### config.mk
export PLATFORM = sky130hd
export DESIGN_NAME = dtmfh_host
export DESIGN_NICKNAME = d
export VERILOG_FILES = /design/src/shared/dtmfh_pkg.sv /design/src/dtmfh_bus_cycle.sv /design/src/dtmfh_host.sv
export VERILOG_INCLUDE_DIRS = /design/src /design/src/shared
export SDC_FILE = /design/constraint.sdc
export NUM_CORES = 1
export LEC_CHECK = 0
export BUFFER_PORTS_ARGS = -buffer_cell sky130_fd_sc_hd__buf_2
export CELL_PAD_IN_SITES_DETAIL_PLACEMENT = 1
export CELL_PAD_IN_SITES_GLOBAL_PLACEMENT = 2
export CORE_MARGIN = 2
export CORE_UTILIZATION = 32
export DETAILED_ROUTE_END_ITERATION = 16
export PLACE_DENSITY_LB_ADDON = 0.1
export SLEW_MARGIN = 15
export SYNTH_ARGS = -nofsm -noshare
export SYNTH_HDL_FRONTEND = slang
export SYNTH_SLANG_ARGS = --single-unit
export TNS_END_PERCENT = 1
### constraint.sdc
create_clock -name clk -period 2.4 [get_ports clk]
set_input_delay 0.36 -clock clk [delete_from_list [all_inputs] [get_ports clk]]
set_output_delay 0.36 -clock clk [all_outputs]
set_load 0.03 [all_outputs]
### src/shared/dtmfh_map.svh
// Purpose: Constants for the DTMF transceiver host port controller
// Assumes: 40 MHz system clock
// Notes: Register offsets are byte addresses on AHB-Lite
`ifndef DTMFH_MAP_SVH
`define DTMFH_MAP_SVH

// ----------------------------------------
// Own register offsets
// ----------------------------------------
`define DTMFH_OFF_CMD 12'h000
`define DTMFH_OFF_TXDIG 12'h004
`define DTMFH_OFF_RXDIG 12'h008
`define DTMFH_OFF_STAT 12'h00C
`define DTMFH_OFF_IRQST 12'h010
`define DTMFH_OFF_IRQMSK 12'h014
`define DTMFH_OFF_DEVST 12'h018

// ----------------------------------------
// Command bits
// ----------------------------------------
`define DTMFH_CMD_INIT 0
`define DTMFH_CMD_SEND 1
`define DTMFH_CMD_POLL 2

// ----------------------------------------
// Interrupt status bits
// ----------------------------------------
`define DTMFH_EV_INITDONE 0
`define DTMFH_EV_TXREADY 1
`define DTMFH_EV_RXDIGIT 2

// ----------------------------------------
// Device register selects and values
// ----------------------------------------
`define DTMFH_SEL_DATA 1'b0
`define DTMFH_SEL_CTRL 1'b1
`define DTMFH_CTRL_ZERO 4'h0
`define DTMFH_CTRL_SECOND_BANK_SELECT 4'h8
`define DTMFH_CRA_BURST 4'hD
`define DTMFH_CRB_BURST 4'h0
`define DTMFH_STAT_TXRDY 1
`define DTMFH_STAT_RXFULL 2

// ----------------------------------------
// Timing
// ----------------------------------------
`define DTMFH_CLK_HZ 40000000
`define DTMFH_PWRUP_MS 100
`define DTMFH_PWRUP_CYC ((`DTMFH_CLK_HZ / 1000) * `DTMFH_PWRUP_MS)
`define DTMFH_ACC_CYC 4
`define DTMFH_POLL_CYC 400

`endif

### src/shared/dtmfh_pkg.sv
// Purpose: Types for the DTMF transceiver host port controller
// Assumes: Nothing
// Notes: Constants live in dtmfh_map.svh
package dtmfh_pkg;

	typedef enum logic [1:0]
	{
		DTMFH_ACC_IDLE,
		DTMFH_ACC_SETUP,
		DTMFH_ACC_HOLD,
		DTMFH_ACC_DONE
	} dtmfh_acc_t;

	typedef enum logic [3:0]
	{
		DTMFH_WAIT_PWR,
		DTMFH_INIT_RD1,
		DTMFH_INIT_W1,
		DTMFH_INIT_W2,
		DTMFH_INIT_W3,
		DTMFH_INIT_W4,
		DTMFH_INIT_RD2,
		DTMFH_CFG_A,
		DTMFH_CFG_B,
		DTMFH_READY,
		DTMFH_TX_WR,
		DTMFH_ST_RD,
		DTMFH_RX_RD,
		DTMFH_POLL_GAP
	} dtmfh_seq_t;

endpackage

### src/dtmfh_bus_cycle.sv
// Purpose: One read or write cycle on the device's parallel port
// Assumes: Device data pins sampled synchronously to clk
// Notes: Chip select held low for a fixed number of cycles
`include "dtmfh_map.svh"

module dtmfh_bus_cycle #(
	parameter int ACC_CYC = `DTMFH_ACC_CYC
)(
	input wire logic clk,
	input wire logic rst_n,
	input wire logic start,
	input wire logic startRead,
	input wire logic startSel,
	input wire logic [3:0] startData,
	output logic done,
	output logic [3:0] readData,
	output logic chipSel_n,
	output logic registerSelectLine,
	output logic readWrite,
	output logic [3:0] dataOut,
	output logic dataOe_n,
	input wire logic [3:0] dataIn
);

	dtmfh_pkg::dtmfh_acc_t state;
	logic [7:0] count;

	// ----------------------------------------
	// Cycle sequencer
	// ----------------------------------------
	always_ff @(posedge clk or negedge rst_n)
	begin
		if (!rst_n)
		begin
			state <= dtmfh_pkg::DTMFH_ACC_IDLE;
			count <= 8'h00;
		end
		else
		begin
			unique case (state)
				dtmfh_pkg::DTMFH_ACC_IDLE:
					if (start)
						state <= dtmfh_pkg::DTMFH_ACC_SETUP;
				dtmfh_pkg::DTMFH_ACC_SETUP:
				begin
					state <= dtmfh_pkg::DTMFH_ACC_HOLD;
					count <= 8'h00;
				end
				dtmfh_pkg::DTMFH_ACC_HOLD:
				begin
					count <= count + 8'h01;
					if (count == 8'(ACC_CYC - 1))
						state <= dtmfh_pkg::DTMFH_ACC_DONE;
				end
				dtmfh_pkg::DTMFH_ACC_DONE:
					state <= dtmfh_pkg::DTMFH_ACC_IDLE;
			endcase
		end
	end

	// ----------------------------------------
	// Pin drivers
	// ----------------------------------------
	always_ff @(posedge clk or negedge rst_n)
	begin
		if (!rst_n)
		begin
			chipSel_n <= 1'b1;
			registerSelectLine <= 1'b0;
			readWrite <= 1'b1;
			dataOut <= 4'h0;
			dataOe_n <= 1'b1;
		end
		else if (state == dtmfh_pkg::DTMFH_ACC_IDLE && start)
		begin
			registerSelectLine <= startSel;
			readWrite <= startRead;
			dataOut <= startData;
			dataOe_n <= startRead;
		end
		else if (state == dtmfh_pkg::DTMFH_ACC_SETUP)
			chipSel_n <= 1'b0;
		else if (state == dtmfh_pkg::DTMFH_ACC_DONE)
		begin
			chipSel_n <= 1'b1;
			readWrite <= 1'b1;
			dataOe_n <= 1'b1;
		end
	end

	// ----------------------------------------
	// Read capture
	// ----------------------------------------
	always_ff @(posedge clk or negedge rst_n)
	begin
		if (!rst_n)
			readData <= 4'h0;
		else if (state == dtmfh_pkg::DTMFH_ACC_HOLD &&
			count == 8'(ACC_CYC - 1) && readWrite)
			readData <= dataIn;
	end

	assign done = (state == dtmfh_pkg::DTMFH_ACC_DONE);

endmodule // dtmfh_bus_cycle

### src/dtmfh_host.sv
// Purpose: Host controller driving a DTMF transceiver parallel port
// Assumes: AHB-Lite single word transfers, one clock at 40 MHz
// Notes: Software commands init, send and status poll via registers
//
// The AHB-Lite interface to the registers is this design's own decision.
`include "dtmfh_map.svh"

// Overview of operation
// - Status read: chip select low, register select high, read high
// - Power-up: read status, write 0, 0, 8, 0, read status
// - Start that reset sequence 100 ms after power-up
// - Control A written 1101: tone, DTMF, interrupt, select B
// - Control B written 0000: burst mode, dual tone
// - Transmit load: chip select low, select low, write
// - Receive read: chip select low, select low, read high
// - Transmit ready set means next digit may be written
// - Received flag set means read the receive register
// - Both flags set: read digit and write next digit
// - After loading, wait for interrupt or poll status
module dtmfh_host #(
	parameter int PWRUP_CYC = `DTMFH_PWRUP_CYC,
	parameter int ACC_CYC = `DTMFH_ACC_CYC,
	parameter int POLL_CYC = `DTMFH_POLL_CYC
)(
	input wire logic clk,
	input wire logic rst_n,
	input wire logic hsel,
	input wire logic [11:0] haddr,
	input wire logic [1:0] htrans,
	input wire logic hwrite,
	input wire logic [2:0] hsize,
	input wire logic [31:0] hwdata,
	input wire logic hready,
	output logic [31:0] hrdata,
	output logic hreadyout,
	output logic hresp,
	output logic irq,
	output logic chipSel_n,
	output logic registerSelectLine,
	output logic readWrite,
	output logic [3:0] dataOut,
	output logic dataOe_n,
	input wire logic [3:0] dataIn,
	input wire logic deviceIrq_n
);

	dtmfh_pkg::dtmfh_seq_t seq;
	logic [31:0] pwrCount, next_hrdata;
	logic [15:0] gapCount;
	logic [11:0] wrAddr;
	logic [3:0] accData, accRdData, txDigit, rxDigit, devStatus;
	logic [2:0] irqStatus, irqMask;
	logic accStart, accRead, accSel, accDone, accBusy, wrPend, wrCmd;
	logic initReq, sendReq, pollReq, initDone, txReady;
	logic evInit, evTx, evRx, busy;

	function automatic logic isSeq(input dtmfh_pkg::dtmfh_seq_t s);
		return seq == s;
	endfunction

	// ----------------------------------------
	// AHB-Lite slave
	// ----------------------------------------
	assign hreadyout = 1'b1;
	assign hresp = 1'b0;

	always_ff @(posedge clk or negedge rst_n)
	begin
		if (!rst_n)
		begin
			wrPend <= 1'b0;
			wrAddr <= 12'h000;
		end
		else if (hready)
		begin
			wrPend <= hsel && htrans[1] && hwrite;
			wrAddr <= haddr;
		end
	end

	always_comb
	begin
		unique case (haddr)
			`DTMFH_OFF_TXDIG: next_hrdata = {28'h0000000, txDigit};
			`DTMFH_OFF_RXDIG: next_hrdata = {28'h0000000, rxDigit};
			`DTMFH_OFF_STAT: next_hrdata = {29'h00000000, busy, txReady,
				initDone};
			`DTMFH_OFF_IRQST: next_hrdata = {29'h00000000, irqStatus};
			`DTMFH_OFF_IRQMSK: next_hrdata = {29'h00000000, irqMask};
			`DTMFH_OFF_DEVST: next_hrdata = {28'h0000000, devStatus};
			default: next_hrdata = 32'h00000000;
		endcase
	end

	always_ff @(posedge clk or negedge rst_n)
	begin
		if (!rst_n)
			hrdata <= 32'h00000000;
		else if (hready && hsel && htrans[1] && !hwrite)
			hrdata <= next_hrdata;
	end
	assign wrCmd = wrPend && wrAddr == `DTMFH_OFF_CMD;
	assign busy = seq != dtmfh_pkg::DTMFH_READY;

	// ----------------------------------------
	// Software registers
	// ----------------------------------------
	always_ff @(posedge clk or negedge rst_n)
	begin
		if (!rst_n)
		begin
			txDigit <= 4'h0;
			irqMask <= 3'h0;
		end
		else if (wrPend)
		begin
			if (wrAddr == `DTMFH_OFF_TXDIG)
				txDigit <= hwdata[3:0];
			if (wrAddr == `DTMFH_OFF_IRQMSK)
				irqMask <= hwdata[2:0];
		end
	end

	always_ff @(posedge clk or negedge rst_n)
	begin
		if (!rst_n)
		begin
			initReq <= 1'b0;
			sendReq <= 1'b0;
			pollReq <= 1'b0;
		end
		else
		begin
			if (wrCmd && hwdata[`DTMFH_CMD_INIT])
				initReq <= 1'b1;
			else if (isSeq(dtmfh_pkg::DTMFH_WAIT_PWR) && pwrCount == 32'h0)
				initReq <= 1'b0;
			if (wrCmd && hwdata[`DTMFH_CMD_SEND])
				sendReq <= 1'b1;
			else if (isSeq(dtmfh_pkg::DTMFH_TX_WR) && accDone)
				sendReq <= 1'b0;
			if (wrCmd && hwdata[`DTMFH_CMD_POLL])
				pollReq <= 1'b1;
			else if (isSeq(dtmfh_pkg::DTMFH_ST_RD) && accDone)
				pollReq <= 1'b0;
		end
	end

	// ----------------------------------------
	// Device port sequencer
	// ----------------------------------------
	always_ff @(posedge clk or negedge rst_n)
	begin
		if (!rst_n)
		begin
			seq <= dtmfh_pkg::DTMFH_WAIT_PWR;
			pwrCount <= 32'(PWRUP_CYC);
			gapCount <= 16'h0000;
		end
		else
		begin
			unique case (seq)
				dtmfh_pkg::DTMFH_WAIT_PWR:
					if (pwrCount != 32'h0)
						pwrCount <= pwrCount - 32'h1;
					else
						seq <= dtmfh_pkg::DTMFH_INIT_RD1;
				dtmfh_pkg::DTMFH_INIT_RD1:
					if (accDone) seq <= dtmfh_pkg::DTMFH_INIT_W1;
				dtmfh_pkg::DTMFH_INIT_W1:
					if (accDone) seq <= dtmfh_pkg::DTMFH_INIT_W2;
				dtmfh_pkg::DTMFH_INIT_W2:
					if (accDone) seq <= dtmfh_pkg::DTMFH_INIT_W3;
				dtmfh_pkg::DTMFH_INIT_W3:
					if (accDone) seq <= dtmfh_pkg::DTMFH_INIT_W4;
				dtmfh_pkg::DTMFH_INIT_W4:
					if (accDone) seq <= dtmfh_pkg::DTMFH_INIT_RD2;
				dtmfh_pkg::DTMFH_INIT_RD2:
					if (accDone) seq <= dtmfh_pkg::DTMFH_CFG_A;
				dtmfh_pkg::DTMFH_CFG_A:
					if (accDone) seq <= dtmfh_pkg::DTMFH_CFG_B;
				dtmfh_pkg::DTMFH_CFG_B:
					if (accDone) seq <= dtmfh_pkg::DTMFH_READY;
				dtmfh_pkg::DTMFH_READY:
					if (initReq)
					begin
						seq <= dtmfh_pkg::DTMFH_WAIT_PWR;
						pwrCount <= 32'h0;
					end
					else if (sendReq && txReady)
						seq <= dtmfh_pkg::DTMFH_TX_WR;
					else if (pollReq || !deviceIrq_n)
						seq <= dtmfh_pkg::DTMFH_ST_RD;
				dtmfh_pkg::DTMFH_TX_WR:
					if (accDone) seq <= dtmfh_pkg::DTMFH_READY;
				dtmfh_pkg::DTMFH_ST_RD:
					if (accDone)
					begin
						if (accRdData[`DTMFH_STAT_RXFULL])
							seq <= dtmfh_pkg::DTMFH_RX_RD;
						else
						begin
							seq <= dtmfh_pkg::DTMFH_POLL_GAP;
							gapCount <= 16'(POLL_CYC);
						end
					end
				dtmfh_pkg::DTMFH_RX_RD:
					if (accDone)
					begin
						seq <= dtmfh_pkg::DTMFH_POLL_GAP;
						gapCount <= 16'(POLL_CYC);
					end
				dtmfh_pkg::DTMFH_POLL_GAP:
					if (gapCount != 16'h0)
						gapCount <= gapCount - 16'h1;
					else
						seq <= dtmfh_pkg::DTMFH_READY;
				default: seq <= dtmfh_pkg::DTMFH_WAIT_PWR;
			endcase
		end
	end

	always_comb
	begin
		accRead = 1'b0;
		accSel = `DTMFH_SEL_CTRL;
		accData = `DTMFH_CTRL_ZERO;
		unique case (seq)
			dtmfh_pkg::DTMFH_INIT_RD1,
			dtmfh_pkg::DTMFH_INIT_RD2,
			dtmfh_pkg::DTMFH_ST_RD:
				accRead = 1'b1;
			dtmfh_pkg::DTMFH_INIT_W3:
				accData = `DTMFH_CTRL_SECOND_BANK_SELECT;
			dtmfh_pkg::DTMFH_CFG_A:
				accData = `DTMFH_CRA_BURST;
			dtmfh_pkg::DTMFH_CFG_B:
				accData = `DTMFH_CRB_BURST;
			dtmfh_pkg::DTMFH_TX_WR:
			begin
				accSel = `DTMFH_SEL_DATA;
				accData = txDigit;
			end
			dtmfh_pkg::DTMFH_RX_RD:
			begin
				accSel = `DTMFH_SEL_DATA;
				accRead = 1'b1;
			end
			default: accData = `DTMFH_CTRL_ZERO;
		endcase
	end

	always_ff @(posedge clk or negedge rst_n)
	begin
		if (!rst_n)
			accBusy <= 1'b0;
		else if (accStart)
			accBusy <= 1'b1;
		else if (accDone)
			accBusy <= 1'b0;
	end

	assign accStart = !accBusy && !accDone &&
		seq != dtmfh_pkg::DTMFH_WAIT_PWR && seq != dtmfh_pkg::DTMFH_READY &&
		seq != dtmfh_pkg::DTMFH_POLL_GAP;

	dtmfh_bus_cycle #(.ACC_CYC(ACC_CYC)) u_cycle (
		.clk(clk),
		.rst_n(rst_n),
		.start(accStart),
		.startRead(accRead),
		.startSel(accSel),
		.startData(accData),
		.done(accDone),
		.readData(accRdData),
		.chipSel_n(chipSel_n),
		.registerSelectLine(registerSelectLine),
		.readWrite(readWrite),
		.dataOut(dataOut),
		.dataOe_n(dataOe_n),
		.dataIn(dataIn)
	);

	// ----------------------------------------
	// Device state tracking
	// ----------------------------------------
	assign evInit = seq == dtmfh_pkg::DTMFH_CFG_B && accDone;
	assign evTx = seq == dtmfh_pkg::DTMFH_ST_RD && accDone &&
		accRdData[`DTMFH_STAT_TXRDY];
	assign evRx = seq == dtmfh_pkg::DTMFH_RX_RD && accDone;
	always_ff @(posedge clk or negedge rst_n)
	begin
		if (!rst_n)
		begin
			initDone <= 1'b0;
			txReady <= 1'b0;
			devStatus <= 4'h0;
			rxDigit <= 4'h0;
		end
		else
		begin
			if (evInit)
				initDone <= 1'b1;
			else if (isSeq(dtmfh_pkg::DTMFH_INIT_RD1))
				initDone <= 1'b0;
			// Status read clears device flags, so keep a local copy
			if (evInit || evTx)
				txReady <= 1'b1;
			else if (isSeq(dtmfh_pkg::DTMFH_TX_WR) && accDone)
				txReady <= 1'b0;
			if (isSeq(dtmfh_pkg::DTMFH_ST_RD) && accDone)
				devStatus <= accRdData;
			if (evRx)
				rxDigit <= accRdData;
		end
	end

	// ----------------------------------------
	// Interrupts
	// ----------------------------------------
	always_ff @(posedge clk or negedge rst_n)
	begin
		if (!rst_n)
			irqStatus <= 3'h0;
		else
			irqStatus <= (irqStatus & ~((wrPend && wrAddr == `DTMFH_OFF_IRQST)
				? hwdata[2:0] : 3'h0)) | {evRx, evTx, evInit};
	end
	assign irq = |(irqStatus & irqMask);

endmodule // dtmfh_host
==> flow_summary_export.csv, run 1 <==
group,metric,value,unit
critical_path,worst_r2r_path_depth,9,
grt,largest_net_degree_at_the_start_of_global_routing,45,
clock_tree,clock_sink_count,114,
clock_tree,clock_tree_from_tritoncts,"built",
placement,hpwlAfterDp,12400,um
clock_tree,clk_pin_slew,60,ps
critical_path,worst_r2r_startpoint,"pwrCount[1]",
drt,dr.first_iter.drc_count,190,
yosys,async_reset_ff_frac,1.00,
floorplan,die-area,20900,um2
grt,grt_overflow_total,0,
outcome,status,"complete, no violations",
yosys,ys.flop_type,"sky130_fd_sc_hd__dfrtp_1",
timing,totalNegativeSetupSlack,0,ps
critical_path,criticalPathCategory,"flip-flop to flip-flop",
yosys,synth_enable_flop_cells,0,
drt,routed_via_density,5.17,
timing,maxSlewHeadroom,0.631,
cells_and_area,n_fill_cell,2199,
worst_hold_path,hold_path_end,"u_cycle.readData[2]",
critical_path,critPathLaunchType,"flip-flop",
yosys,synth.lib_cells_used.distinct,73,
timing,worst_pin_slew,553,ps
yosys,post_synth.cell_area_avg,9.76,um2
critical_path,worstPathRequired,2690,ps
timing,setup_viol_count_final,0,
floorplan,placement_rows,51,
power_and_ir_drop,power_per_cell_area,1160,nW/um2
floorplan,core_area,19500,um2
placement,place_worst_setup_slack,33.1,ps
yosys,synth.yosys.seq_area_share,0.452,
timing,timing.final.max_slew_violations,0,
timing,fmax,420,MHz
yosys,synthesis.instances,649,
clock_tree,cts_root_buffer,"sky130_fd_sc_hd__clkbuf_16",
timing,timing.final.crit_period,2380,ps
drt,total_iterations_of_the_first_detailed_routing_run,6,
cells_and_area,most-common-layout-cells,"sky130_fd_sc_hd__dfrtp_1, sky130_fd_sc_hd__nand2_1, sky130_fd_sc_hd__buf_4",
placement,count_of_port_buffers_added_during_placement,39,
yosys,ff_latch_count_synth,114,
critical_path,r2r_end,"pwrCount[4]",
placement,gpl.final_weighted_congestion,0.765,
cells_and_area,layout.cells.most_common,"sky130_fd_sc_hd__dfrtp_1",
critical_path,regToRegSetupSlack,20,ps
grt,antenna_found_initial,0,
floorplan,die_w,145,um
critical_path,timing.critical_path.fanout_max,7,
timing,fin_ws,18.9,ps
worst_hold_path,worstHoldPathType,"input port to flip-flop",
cells_and_area,final_nets,804,
critical_path,endpoint_kind,"flip-flop",
timing,fin_worst_skew,11.7,ps
drt,vias,5241,
timing,final.period_utilization,0.992,
cells_and_area,drive_above_1_share,0.271,
timing,unrepaired_setup_endpoints_after_global_routing,"yes",
placement,placed_cell_area,7030,um2
timing,final-hold-violation-count,0,
clock_tree,htree_num_levels,4,
power_and_ir_drop,design_power_total,9.01,mW
yosys,ys_warn_count,0,
power_and_ir_drop,power.leakage,3.41,nW
grt,grt_pass1_vias,5584,
cells_and_area,layout-area-overhead-vs-synth,22.3,%
clock_tree,clk_path_buf_depth,2,
critical_path,arrival,2670,ps
clock_tree,cts_made_buffers,17,
clock_tree,clkLatencyLatePin,420,ps
run,max-cap-violations,0,
drt,route.detailed.wl_per_inst,17.0,um
cells_and_area,finalInstanceArea,7740,um2
grt,track_usage,0.176,
power_and_ir_drop,irDropWorstVdd,0.000588,V
floorplan,initial_core_util,0.325,
floorplan,dieHeight,145,um
worst_hold_path,min_from,"dataIn[2]",
drt,final_antenna_net_count,0,
worst_hold_path,worstHoldPathCells,2,
yosys,post_synth_instance_area,6330,um2
drt,route.final.wire_length,17300,um
floorplan,num_io_pins,102,
drt,post-route-drc-count,0,
grt,grt_first_pass_wirelength,28900,um
cells_and_area,antenna_cells,0,
cells_and_area,finish.utilization,0.398,
[power by group]
| part | leakage (nW) | internal, mW | switching, mW |
|---|---|---|---|
| clock network | 0.288 | 1.59 | 0.954 |
| registers | 1.45 | 2.48 | 0.519 |
| logic | 1.68 | 1.48 | 1.99 |
[synth_stat cells, types with 7 or more instances]
library cell / count / share of area
sky130_fd_sc_hd__nand4_1: 7 / 0.0069
sky130_fd_sc_hd__nand3_1: 23 / 0.018
sky130_fd_sc_hd__dfstp_2: 9 / 0.037
sky130_fd_sc_hd__nor2_1: 36 / 0.021
sky130_fd_sc_hd__mux2i_1: 12 / 0.019
sky130_fd_sc_hd__nand2b_1: 10 / 0.0099
sky130_fd_sc_hd__or4_1: 25 / 0.030
sky130_fd_sc_hd__clkbuf_1: 21 / 0.012
sky130_fd_sc_hd__buf_4: 31 / 0.037
sky130_fd_sc_hd__dfrtp_1: 105 / 0.42
sky130_fd_sc_hd__ha_1: 9 / 0.018
sky130_fd_sc_hd__a21oi_1: 39 / 0.031
sky130_fd_sc_hd__o21ai_0: 33 / 0.026
sky130_fd_sc_hd__o31ai_1: 17 / 0.020
sky130_fd_sc_hd__inv_1: 19 / 0.011
sky130_fd_sc_hd__nor4_1: 12 / 0.012
sky130_fd_sc_hd__or3_1: 27 / 0.027
sky130_fd_sc_hd__nor3_1: 21 / 0.017
sky130_fd_sc_hd__nand2_1: 55 / 0.033
sky130_fd_sc_hd__mux2_2: 36 / 0.064
[per-layer routing]
| layer | track usage | vias to the layer above | part of all wire |
|---|---|---|---|
| met5 | 0 | - | 0 |
| met4 | 0.0465 | 0 | 0.0083 |
| met2 | 0.291 | 62 | 0.49 |
| li1 | - | 2527 | - |
| met3 | 0.0424 | 17 | 0.029 |
| met1 | 0.233 | 2635 | 0.47 |
[sequential cells by signal, indices dropped and copies added (netlist names), 2 cells and up]
signal,count
u_cycle.readData,4
txDigit,4
seq,4
u_cycle.dataOut,4
u_cycle.state,2
hrdata,4
u_cycle.count,8
rxDigit,4
irqStatus,3
pwrCount,32
devStatus,4
gapCount,16
irqMask,3
wrAddr,12
[final cells by class]
type	instances	area (um2)	share of cell area
inverters	19	71.3	0.00921
clock inverters	11	130	0.0168
well taps	265	332	0.0428
flip-flops and latches	114	2860	0.370
multi-input cells	486	3200	0.413
clock buffers	21	460	0.0595
repair buffers	98	691	0.0892
[timing repair]
item / CTS / global route
setup endpoints to repair: 3 / 34
setup buffers: 0 / 3
endpoints found under the hold margin: 27 / 0
gates cloned: 0 / 2
hold buffers: 1 / 0
pin swaps: 0 / 8
resized for setup: 2 / 16
[worst max-delay path by stage]
stage                       from           end  slack [ps]  cells past startpoint
floorplan            pwrCount[0]   pwrCount[9]          60                      9
global placement    pwrCount[17]  pwrCount[15]          60                      6
detailed placement   gapCount[4]  gapCount[14]          30                      6
CTS                 pwrCount[17]  pwrCount[11]          10                      6
global route         pwrCount[1]   pwrCount[6]         -90                      9
finish               pwrCount[1]   pwrCount[4]          20                      9
[per-stage QoR]
stage / hold slack, ps / cells
final: 172 / 1014
after global routing: 164 / 1014
after CTS: 155 / 1009
after detailed placement: 388 / 976
after global placement: 387 / 976
after floorplan: 64.4 / 677
[cells by family after synthesis]
kind of cell,synth area share
multiplexers,0.0830
other,0.00119
buffers and inverters,0.0684
AND/OR/NAND/NOR,0.222
AO/OA/AOI/OAI,0.151
flip-flops,0.452
adder cells (fa/ha/maj),0.0178
XOR/XNOR,0.00415
[worst max-delay path, stage by stage (launching register included)]
cell and delay, ps:
sky130_fd_sc_hd__dfrtp_1 380, sky130_fd_sc_hd__inv_1 60, sky130_fd_sc_hd__ha_1 150, sky130_fd_sc_hd__or4b_4 520, sky130_fd_sc_hd__or3_4 400, sky130_fd_sc_hd__o31ai_4 270
sky130_fd_sc_hd__buf_6 160, sky130_fd_sc_hd__buf_6 120, sky130_fd_sc_hd__or3_1 110, sky130_fd_sc_hd__a21oi_1 70
Note: power is estimated with default switching activity, not from simulation.
==> run 2: changes to the inputs <==
--- a/config.mk
+++ b/config.mk
@@ -13,6 +13,7 @@
 export CORE_UTILIZATION = 32
 export DETAILED_ROUTE_END_ITERATION = 16
 export PLACE_DENSITY_LB_ADDON = 0.1
+export REMOVE_ABC_BUFFERS = 1
 export SLEW_MARGIN = 15
 export SYNTH_ARGS = -nofsm -noshare
 export SYNTH_HDL_FRONTEND = slang
==> run 2 against run 1 <==
- flip-flop and latch count is the same
- non-clock buffer count fell by 6
- clock power rose by 7%
- critical path type unchanged
- global-route usage is essentially flat
==> flow_summary_export.csv, run 2 (same netlist as run 1, synthesis figures left out) <==
group,metric,value,unit
outcome,status,"complete, no violations",
power_and_ir_drop,irDropWorstVdd,0.000484,V
grt,grt_first_pass_wirelength,29000,um
drt,final_antenna_net_count,0,
power_and_ir_drop,combinationalPowerShare,0.378,
worst_hold_path,worstHoldPathCells,2,
grt,grt_pass1_vias,5640,
floorplan,num_io_pins,102,
floorplan,dieHeight,145,um
power_and_ir_drop,power_frac_clock,0.296,
critical_path,crit_path_cell_trace,"or4_4 > or4_4 > buf_4 > nor3_2 > buf_4 > nor4_1 > mux2i_1",
clock_tree,cts_root_buffer,"sky130_fd_sc_hd__clkbuf_16",
critical_path,count_of_buffering_cells_on_the_critical_path_with_inverters_included,2,
grt,antenna_found_initial,0,
run,max-cap-violations,0,
cells_and_area,most-common-layout-cells,"sky130_fd_sc_hd__dfrtp_1, sky130_fd_sc_hd__nand2_1, sky130_fd_sc_hd__buf_4",
timing,fmax,419,MHz
cells_and_area,final-seq-area,2860,um2
floorplan,placement_rows,51,
cells_and_area,max_reg_flops,32,
timing,timing.final.max_slew_violations,0,
cells_and_area,n_fill_cell,2218,
critical_path,worst_r2r_startpoint,"pwrCount[15]",
timing,setup_viol_count_final,0,
power_and_ir_drop,power_report.internal_total,5.68,mW
timing,unrepaired_setup_endpoints_after_global_routing,"yes",
placement,hpwlAfterDp,12200,um
drt,post-route-drc-count,0,
critical_path,endpoint_kind,"flip-flop",
cells_and_area,layout-area-overhead-vs-synth,21.5,%
cells_and_area,layout.cells.most_common,"sky130_fd_sc_hd__dfrtp_1",
timing,maxSlewHeadroom,0.663,
drt,routed_via_density,5.22,
grt,largest_net_degree_at_the_start_of_global_routing,60,
worst_hold_path,min_from,"dataIn[2]",
clock_tree,clk_path_buf_depth,2,
cells_and_area,drive_above_1_share,0.263,
critical_path,regToRegSetupSlack,10,ps
worst_hold_path,worstHoldPathType,"input port to flip-flop",
critical_path,timing.critical_path.slowest_stage_cell,"sky130_fd_sc_hd__or4_4",
timing,final-hold-violation-count,0,
power_and_ir_drop,share_seq_of_total_power,0.326,
timing,worst_pin_slew,492,ps
timing,fin_worst_skew,11.0,ps
clock_tree,clkLatencyLatePin,420,ps
power_and_ir_drop,switching_portion_of_total_power,0.378,
drt,dr.first_iter.drc_count,217,
cells_and_area,antenna_cells,0,
critical_path,critPathLaunchType,"flip-flop",
power_and_ir_drop,power_per_cell_area,1190,nW/um2
drt,route.final.wire_length,17200,um
timing,totalNegativeSetupSlack,0,ps
cells_and_area,final_nets,798,
placement,gpl.final_weighted_congestion,0.758,
critical_path,slowest_delay,590,ps
cells_and_area,max_flop_register,"pwrCount",
critical_path,r2r_end,"pwrCount[29]",
critical_path,worstPathRequired,2690,ps
floorplan,core_area,19500,um2
drt,route.detailed.wl_per_inst,17.1,um
clock_tree,clock_tree_from_tritoncts,"built",
clock_tree,cts_made_buffers,17,
floorplan,die_w,145,um
floorplan,die-area,20900,um2
power_and_ir_drop,power.net_switching,3.45,mW
power_and_ir_drop,power.leakage,3.37,nW
timing,fin_worst_hold_slack,171,ps
placement,count_of_port_buffers_added_during_placement,39,
critical_path,timing.critical_path.fanout_max,4,
cells_and_area,largest_registers,"pwrCount: 32 flops, gapCount: 16 flops, wrAddr: 12 flops",
critical_path,criticalPathCategory,"flip-flop to flip-flop",
worst_hold_path,hold_path_end,"u_cycle.readData[2]",
floorplan,initial_core_util,0.325,
clock_tree,clock_sink_count,114,
clock_tree,htree_num_levels,4,
grt,track_usage,0.177,
timing,timing.final.crit_period,2390,ps
cells_and_area,multiInputGateArea,3180,um2
grt,grt_overflow_total,0,
timing,final.period_utilization,0.994,
critical_path,worst_path_dominant_cell_family,"simple AND/OR/NAND/NOR gates",
drt,total_iterations_of_the_first_detailed_routing_run,4,
critical_path,worst_r2r_path_depth,7,
critical_path,arrival,2680,ps
clock_tree,clk_pin_slew,60,ps
drt,vias,5254,
==> run 2: cell count changes in the layout (fill, tap and decap cells not counted), moves of 2 or more <==
cell | before | now
sky130_fd_sc_hd__a21oi_1 | 37 | 39
sky130_fd_sc_hd__buf_6 | 6 | 2
sky130_fd_sc_hd__clkinvlp_4 | 1 | 3
sky130_fd_sc_hd__nor4_1 | 10 | 12
sky130_fd_sc_hd__bufinv_16 | 2 | 4
sky130_fd_sc_hd__clkinv_4 | 5 | 3
sky130_fd_sc_hd__a21oi_2 | 5 | 3
==> run 2: timing repair <==
item	in CTS	in global routing
gates resized for setup	3	8
endpoints found under the setup margin	14	35
endpoints found under the hold margin	16	0
setup buffers	2	6
hold buffers	1	0
pin swaps	1	12
gates cloned	1	0
==> run 2: worst max path at each step <==
stage	end	cells past startpoint	startpoint	slack, ps
final	pwrCount[29]	7	pwrCount[15]	10
after floorplan	gapCount[4]	5	gapCount[4]	-760
after CTS	pwrCount[16]	8	pwrCount[1]	-3
after global placement	pwrCount[7]	8	pwrCount[1]	40
after global routing	pwrCount[6]	8	pwrCount[1]	-80
after detailed placement	pwrCount[13]	8	pwrCount[1]	-30
==> run 2: power groups by stage <==
stage | sequential [mW] | clock (mW) | combinational [mW]
2_1_floorplan | 2.99 | 0 | 2.06
3_3_place_gp | 2.95 | 0 | 3.18
3_5_place_dp | 3.00 | 0 | 3.30
4_1_cts | 2.97 | 2.77 | 3.43
5_1_grt | 3.07 | 2.86 | 3.88
6_report | 2.97 | 2.71 | 3.46
==> run 2: area by class of cell <==
type                       count  share of cell area
clock buffer                  19              0.0576
timing repair buffer          92              0.0803
multi-input combinational    486               0.414
sequential                   114               0.372
clock inverter                12              0.0237
tap                          265              0.0431
inverter                      19             0.00927
==> run 2: metal layers <==
metal  track usage  vias to the layer above  part of all wire  wire [um]
li1              -                     2509                 -          -
met1         0.234                     2669              0.48       8220
met2         0.292                       62              0.49       8470
met3        0.0342                       14             0.022        371
met4        0.0567                        0            0.0088        151
met5             0                        -                 0          0
==> run 2: stage by stage <==
step                utilization  instance area (um2)  instances  total power [mW]  setup slack, ps
floorplan                     -                 6070        619              5.05             -759
global placement          0.358                 6970        968              6.13             43.7
detailed placement        0.358                 6970        968              6.30            -29.1
CTS                       0.394                 7660       1003              9.17            -2.62
global route              0.395                 7690       1007              9.81            -83.8
finish                    0.395                 7690       1007              9.14             14.0
==> run 3: changes to the inputs <==
--- a/config.mk
+++ b/config.mk
@@ -6,7 +6,7 @@
 export SDC_FILE = /design/constraint.sdc
 export NUM_CORES = 1
 export LEC_CHECK = 0
-export BUFFER_PORTS_ARGS = -buffer_cell sky130_fd_sc_hd__buf_2
+export BUFFER_PORTS_ARGS = -buffer_cell sky130_fd_sc_hd__clkbuf_2
 export CELL_PAD_IN_SITES_DETAIL_PLACEMENT = 1
 export CELL_PAD_IN_SITES_GLOBAL_PLACEMENT = 2
 export CORE_MARGIN = 2
==> run 3 against run 2 <==
- routed wire length is 0.55% lower
- critical path depth is 1 lower
- register-to-register slack better by 20 ps
- count of clock-buffer cells in the layout is 1 higher
- combinational power is 3% lower
- largest cell class unchanged
==> flow_summary_export.csv, run 3 (same netlist as run 1, synthesis figures left out) <==
group,metric,value,unit
outcome,status,"complete, no violations",
floorplan,placement_rows,51,
clock_tree,clk_pin_slew,60,ps
placement,hpwlAfterDp,12500,um
cells_and_area,final-seq-area,2860,um2
run,max-cap-violations,0,
placement,gpl.final_weighted_congestion,0.749,
clock_tree,clk_path_buf_depth,2,
drt,final_antenna_net_count,0,
power_and_ir_drop,power.leakage,3.33,nW
power_and_ir_drop,design_power_total,8.84,mW
cells_and_area,layout.cells.most_common,"sky130_fd_sc_hd__dfrtp_1",
critical_path,crit_path_cell_trace,"or4_4 > or4_4 > o31ai_4 > buf_12 > or3_1 > a21oi_1",
clock_tree,clock_sink_count,114,
timing,final.period_utilization,0.984,
timing,totalNegativeSetupSlack,0,ps
drt,vias,5206,
worst_hold_path,worstHoldPathType,"input port to flip-flop",
cells_and_area,most-common-layout-cells,"sky130_fd_sc_hd__dfrtp_1, sky130_fd_sc_hd__nand2_1, sky130_fd_sc_hd__buf_4",
critical_path,criticalPathCategory,"flip-flop to flip-flop",
critical_path,worst_setup_path_startpoint,"pwrCount[15]",
clock_tree,htree_num_levels,4,
timing,fin_worst_skew,11.6,ps
timing,fin_worst_hold_slack,179,ps
placement,placed_cell_area,7000,um2
drt,routed_via_density,5.18,
cells_and_area,multiInputGateArea,3180,um2
critical_path,arrival,2630,ps
clock_tree,cts_root_buffer,"sky130_fd_sc_hd__clkbuf_16",
cells_and_area,max_flop_register,"pwrCount",
drt,post-route-drc-count,0,
clock_tree,clock_tree_from_tritoncts,"built",
power_and_ir_drop,power.net_switching,3.40,mW
clock_tree,cts.repair_timing.setup_buffer_count,0,
drt,route.final.wire_length,17100,um
grt,grt_overflow_total,0,
drt,route.detailed.wl_per_inst,17.0,um
timing,worst_pin_slew,489,ps
timing,fin_ws,38.6,ps
critical_path,worstPathRequired,2670,ps
critical_path,cpMostUsedCell,"sky130_fd_sc_hd__or4_4",
power_and_ir_drop,power_per_cell_area,1160,nW/um2
cells_and_area,layout-area-overhead-vs-synth,20.7,%
timing,setup_viol_count_final,0,
floorplan,die_w,145,um
clock_tree,clkLatencyLatePin,410,ps
floorplan,num_io_pins,102,
cells_and_area,max_reg_flops,32,
drt,dr.first_iter.drc_count,177,
critical_path,timing.critical_path.slowest_stage_cell,"sky130_fd_sc_hd__or4_4",
floorplan,die-area,20900,um2
cells_and_area,largest_registers,"pwrCount: 32 flops, gapCount: 16 flops, wrAddr: 12 flops",
cells_and_area,drive_above_1_share,0.259,
timing,fmax,423,MHz
cells_and_area,finalInstanceArea,7640,um2
floorplan,core_area,19500,um2
cells_and_area,final-instance-count-excl-fill,1005,
placement,place_worst_setup_slack,-29.8,ps
critical_path,endpoint_kind,"flip-flop",
grt,grt_pass1_vias,5403,
timing,final-hold-violation-count,0,
critical_path,worst_r2r_startpoint,"pwrCount[15]",
power_and_ir_drop,switching_portion_of_total_power,0.384,
critical_path,slowest_delay,590,ps
grt,grt_first_pass_wirelength,28200,um
grt,antenna_found_initial,0,
timing,maxSlewHeadroom,0.671,
cells_and_area,antenna_cells,0,
power_and_ir_drop,power_frac_clock,0.287,
critical_path,critPathLaunchType,"flip-flop",
cells_and_area,n_fill_cell,2215,
timing,timing.final.crit_period,2360,ps
critical_path,timing.critical_path.fanout_max,19,
drt,total_iterations_of_the_first_detailed_routing_run,5,
power_and_ir_drop,share_seq_of_total_power,0.336,
clock_tree,cts_made_buffers,17,
cells_and_area,finish.utilization,0.392,
placement,placed_instances,972,
floorplan,dieHeight,145,um
worst_hold_path,min_from,"dataIn[0]",
timing,timing.final.max_slew_violations,0,
timing,unrepaired_setup_endpoints_after_global_routing,"yes",
grt,largest_net_degree_at_the_start_of_global_routing,45,
power_and_ir_drop,irDropWorstVdd,0.000580,V
cells_and_area,final_nets,795,
floorplan,initial_core_util,0.325,
power_and_ir_drop,power_report.internal_total,5.45,mW
power_and_ir_drop,combinationalPowerShare,0.377,
placement,count_of_port_buffers_added_during_placement,39,
grt,track_usage,0.172,
run 3: changes by cell type in the layout (fill, tap and decap cells not counted), moves of 2 or more:
cell                         previous run  this run
sky130_fd_sc_hd__buf_2                 38         0
sky130_fd_sc_hd__buf_4                 50        48
sky130_fd_sc_hd__bufinv_16              4         2
sky130_fd_sc_hd__clkinvlp_4             3         8
sky130_fd_sc_hd__buf_6                  2         0
sky130_fd_sc_hd__clkbuf_2               0        38
sky130_fd_sc_hd__clkinv_4               3         1
run 3: area by class of cell:
class	count	area share
multi-input cells	486	0.416
flip-flops and latches	114	0.375
repair buffers	89	0.0786
clock buffers	20	0.0598
well taps	265	0.0434
clock inverters	12	0.0175
inverters	19	0.00934
run 3: power by group through the flow:
stage	Sequential (mW)	Combinational [mW]	Clock (mW)
4_1_cts	2.97	3.34	2.61
5_1_grt	3.06	3.74	2.70
2_1_floorplan	2.99	2.06	0
3_3_place_gp	2.96	3.20	0
3_5_place_dp	3.00	3.30	0
6_report	2.97	3.34	2.54
run 3: worst max-delay path, delay by kind of cell, from the launching register on:
| family | cells | cell delay (ps) |
|---|---|---|
| AOI/OAI and AO/OA | 2 | 400 |
| buffers and inverters | 1 | 190 |
| DFF | 1 | 380 |
| and+or+nand+nor | 3 | 1250 |
run 3: timing repair:
action / CTS / global route
hold buffers: 1 / 0
endpoints found under the hold margin: 26 / 0
setup endpoints to repair: 4 / 26
gates resized for setup: 1 / 6
pin swaps: 1 / 3
run 3: per-layer routing:
metal | vias to the layer above | global-route usage | wire, um
met5 | - | 0 | 0
met4 | 0 | 0.0475 | 210
met3 | 14 | 0.0342 | 354
met2 | 56 | 0.280 | 8130
met1 | 2639 | 0.235 | 8420
li1 | 2497 | - | -
run 3: final timing paths:
path | to | slack (ps) | depth (start not counted)
worst min-delay path | u_cycle.readData[0] | 180 | 2
worst max register to register | pwrCount[3] | 40 | 6
max in group asynchronous | wrAddr[6] | 1250 | 3
worst min register to register | hrdata[2] | 480 | 1
min in group asynchronous | gapCount[9] | 460 | 2
worst max-delay path | pwrCount[3] | 40 | 6
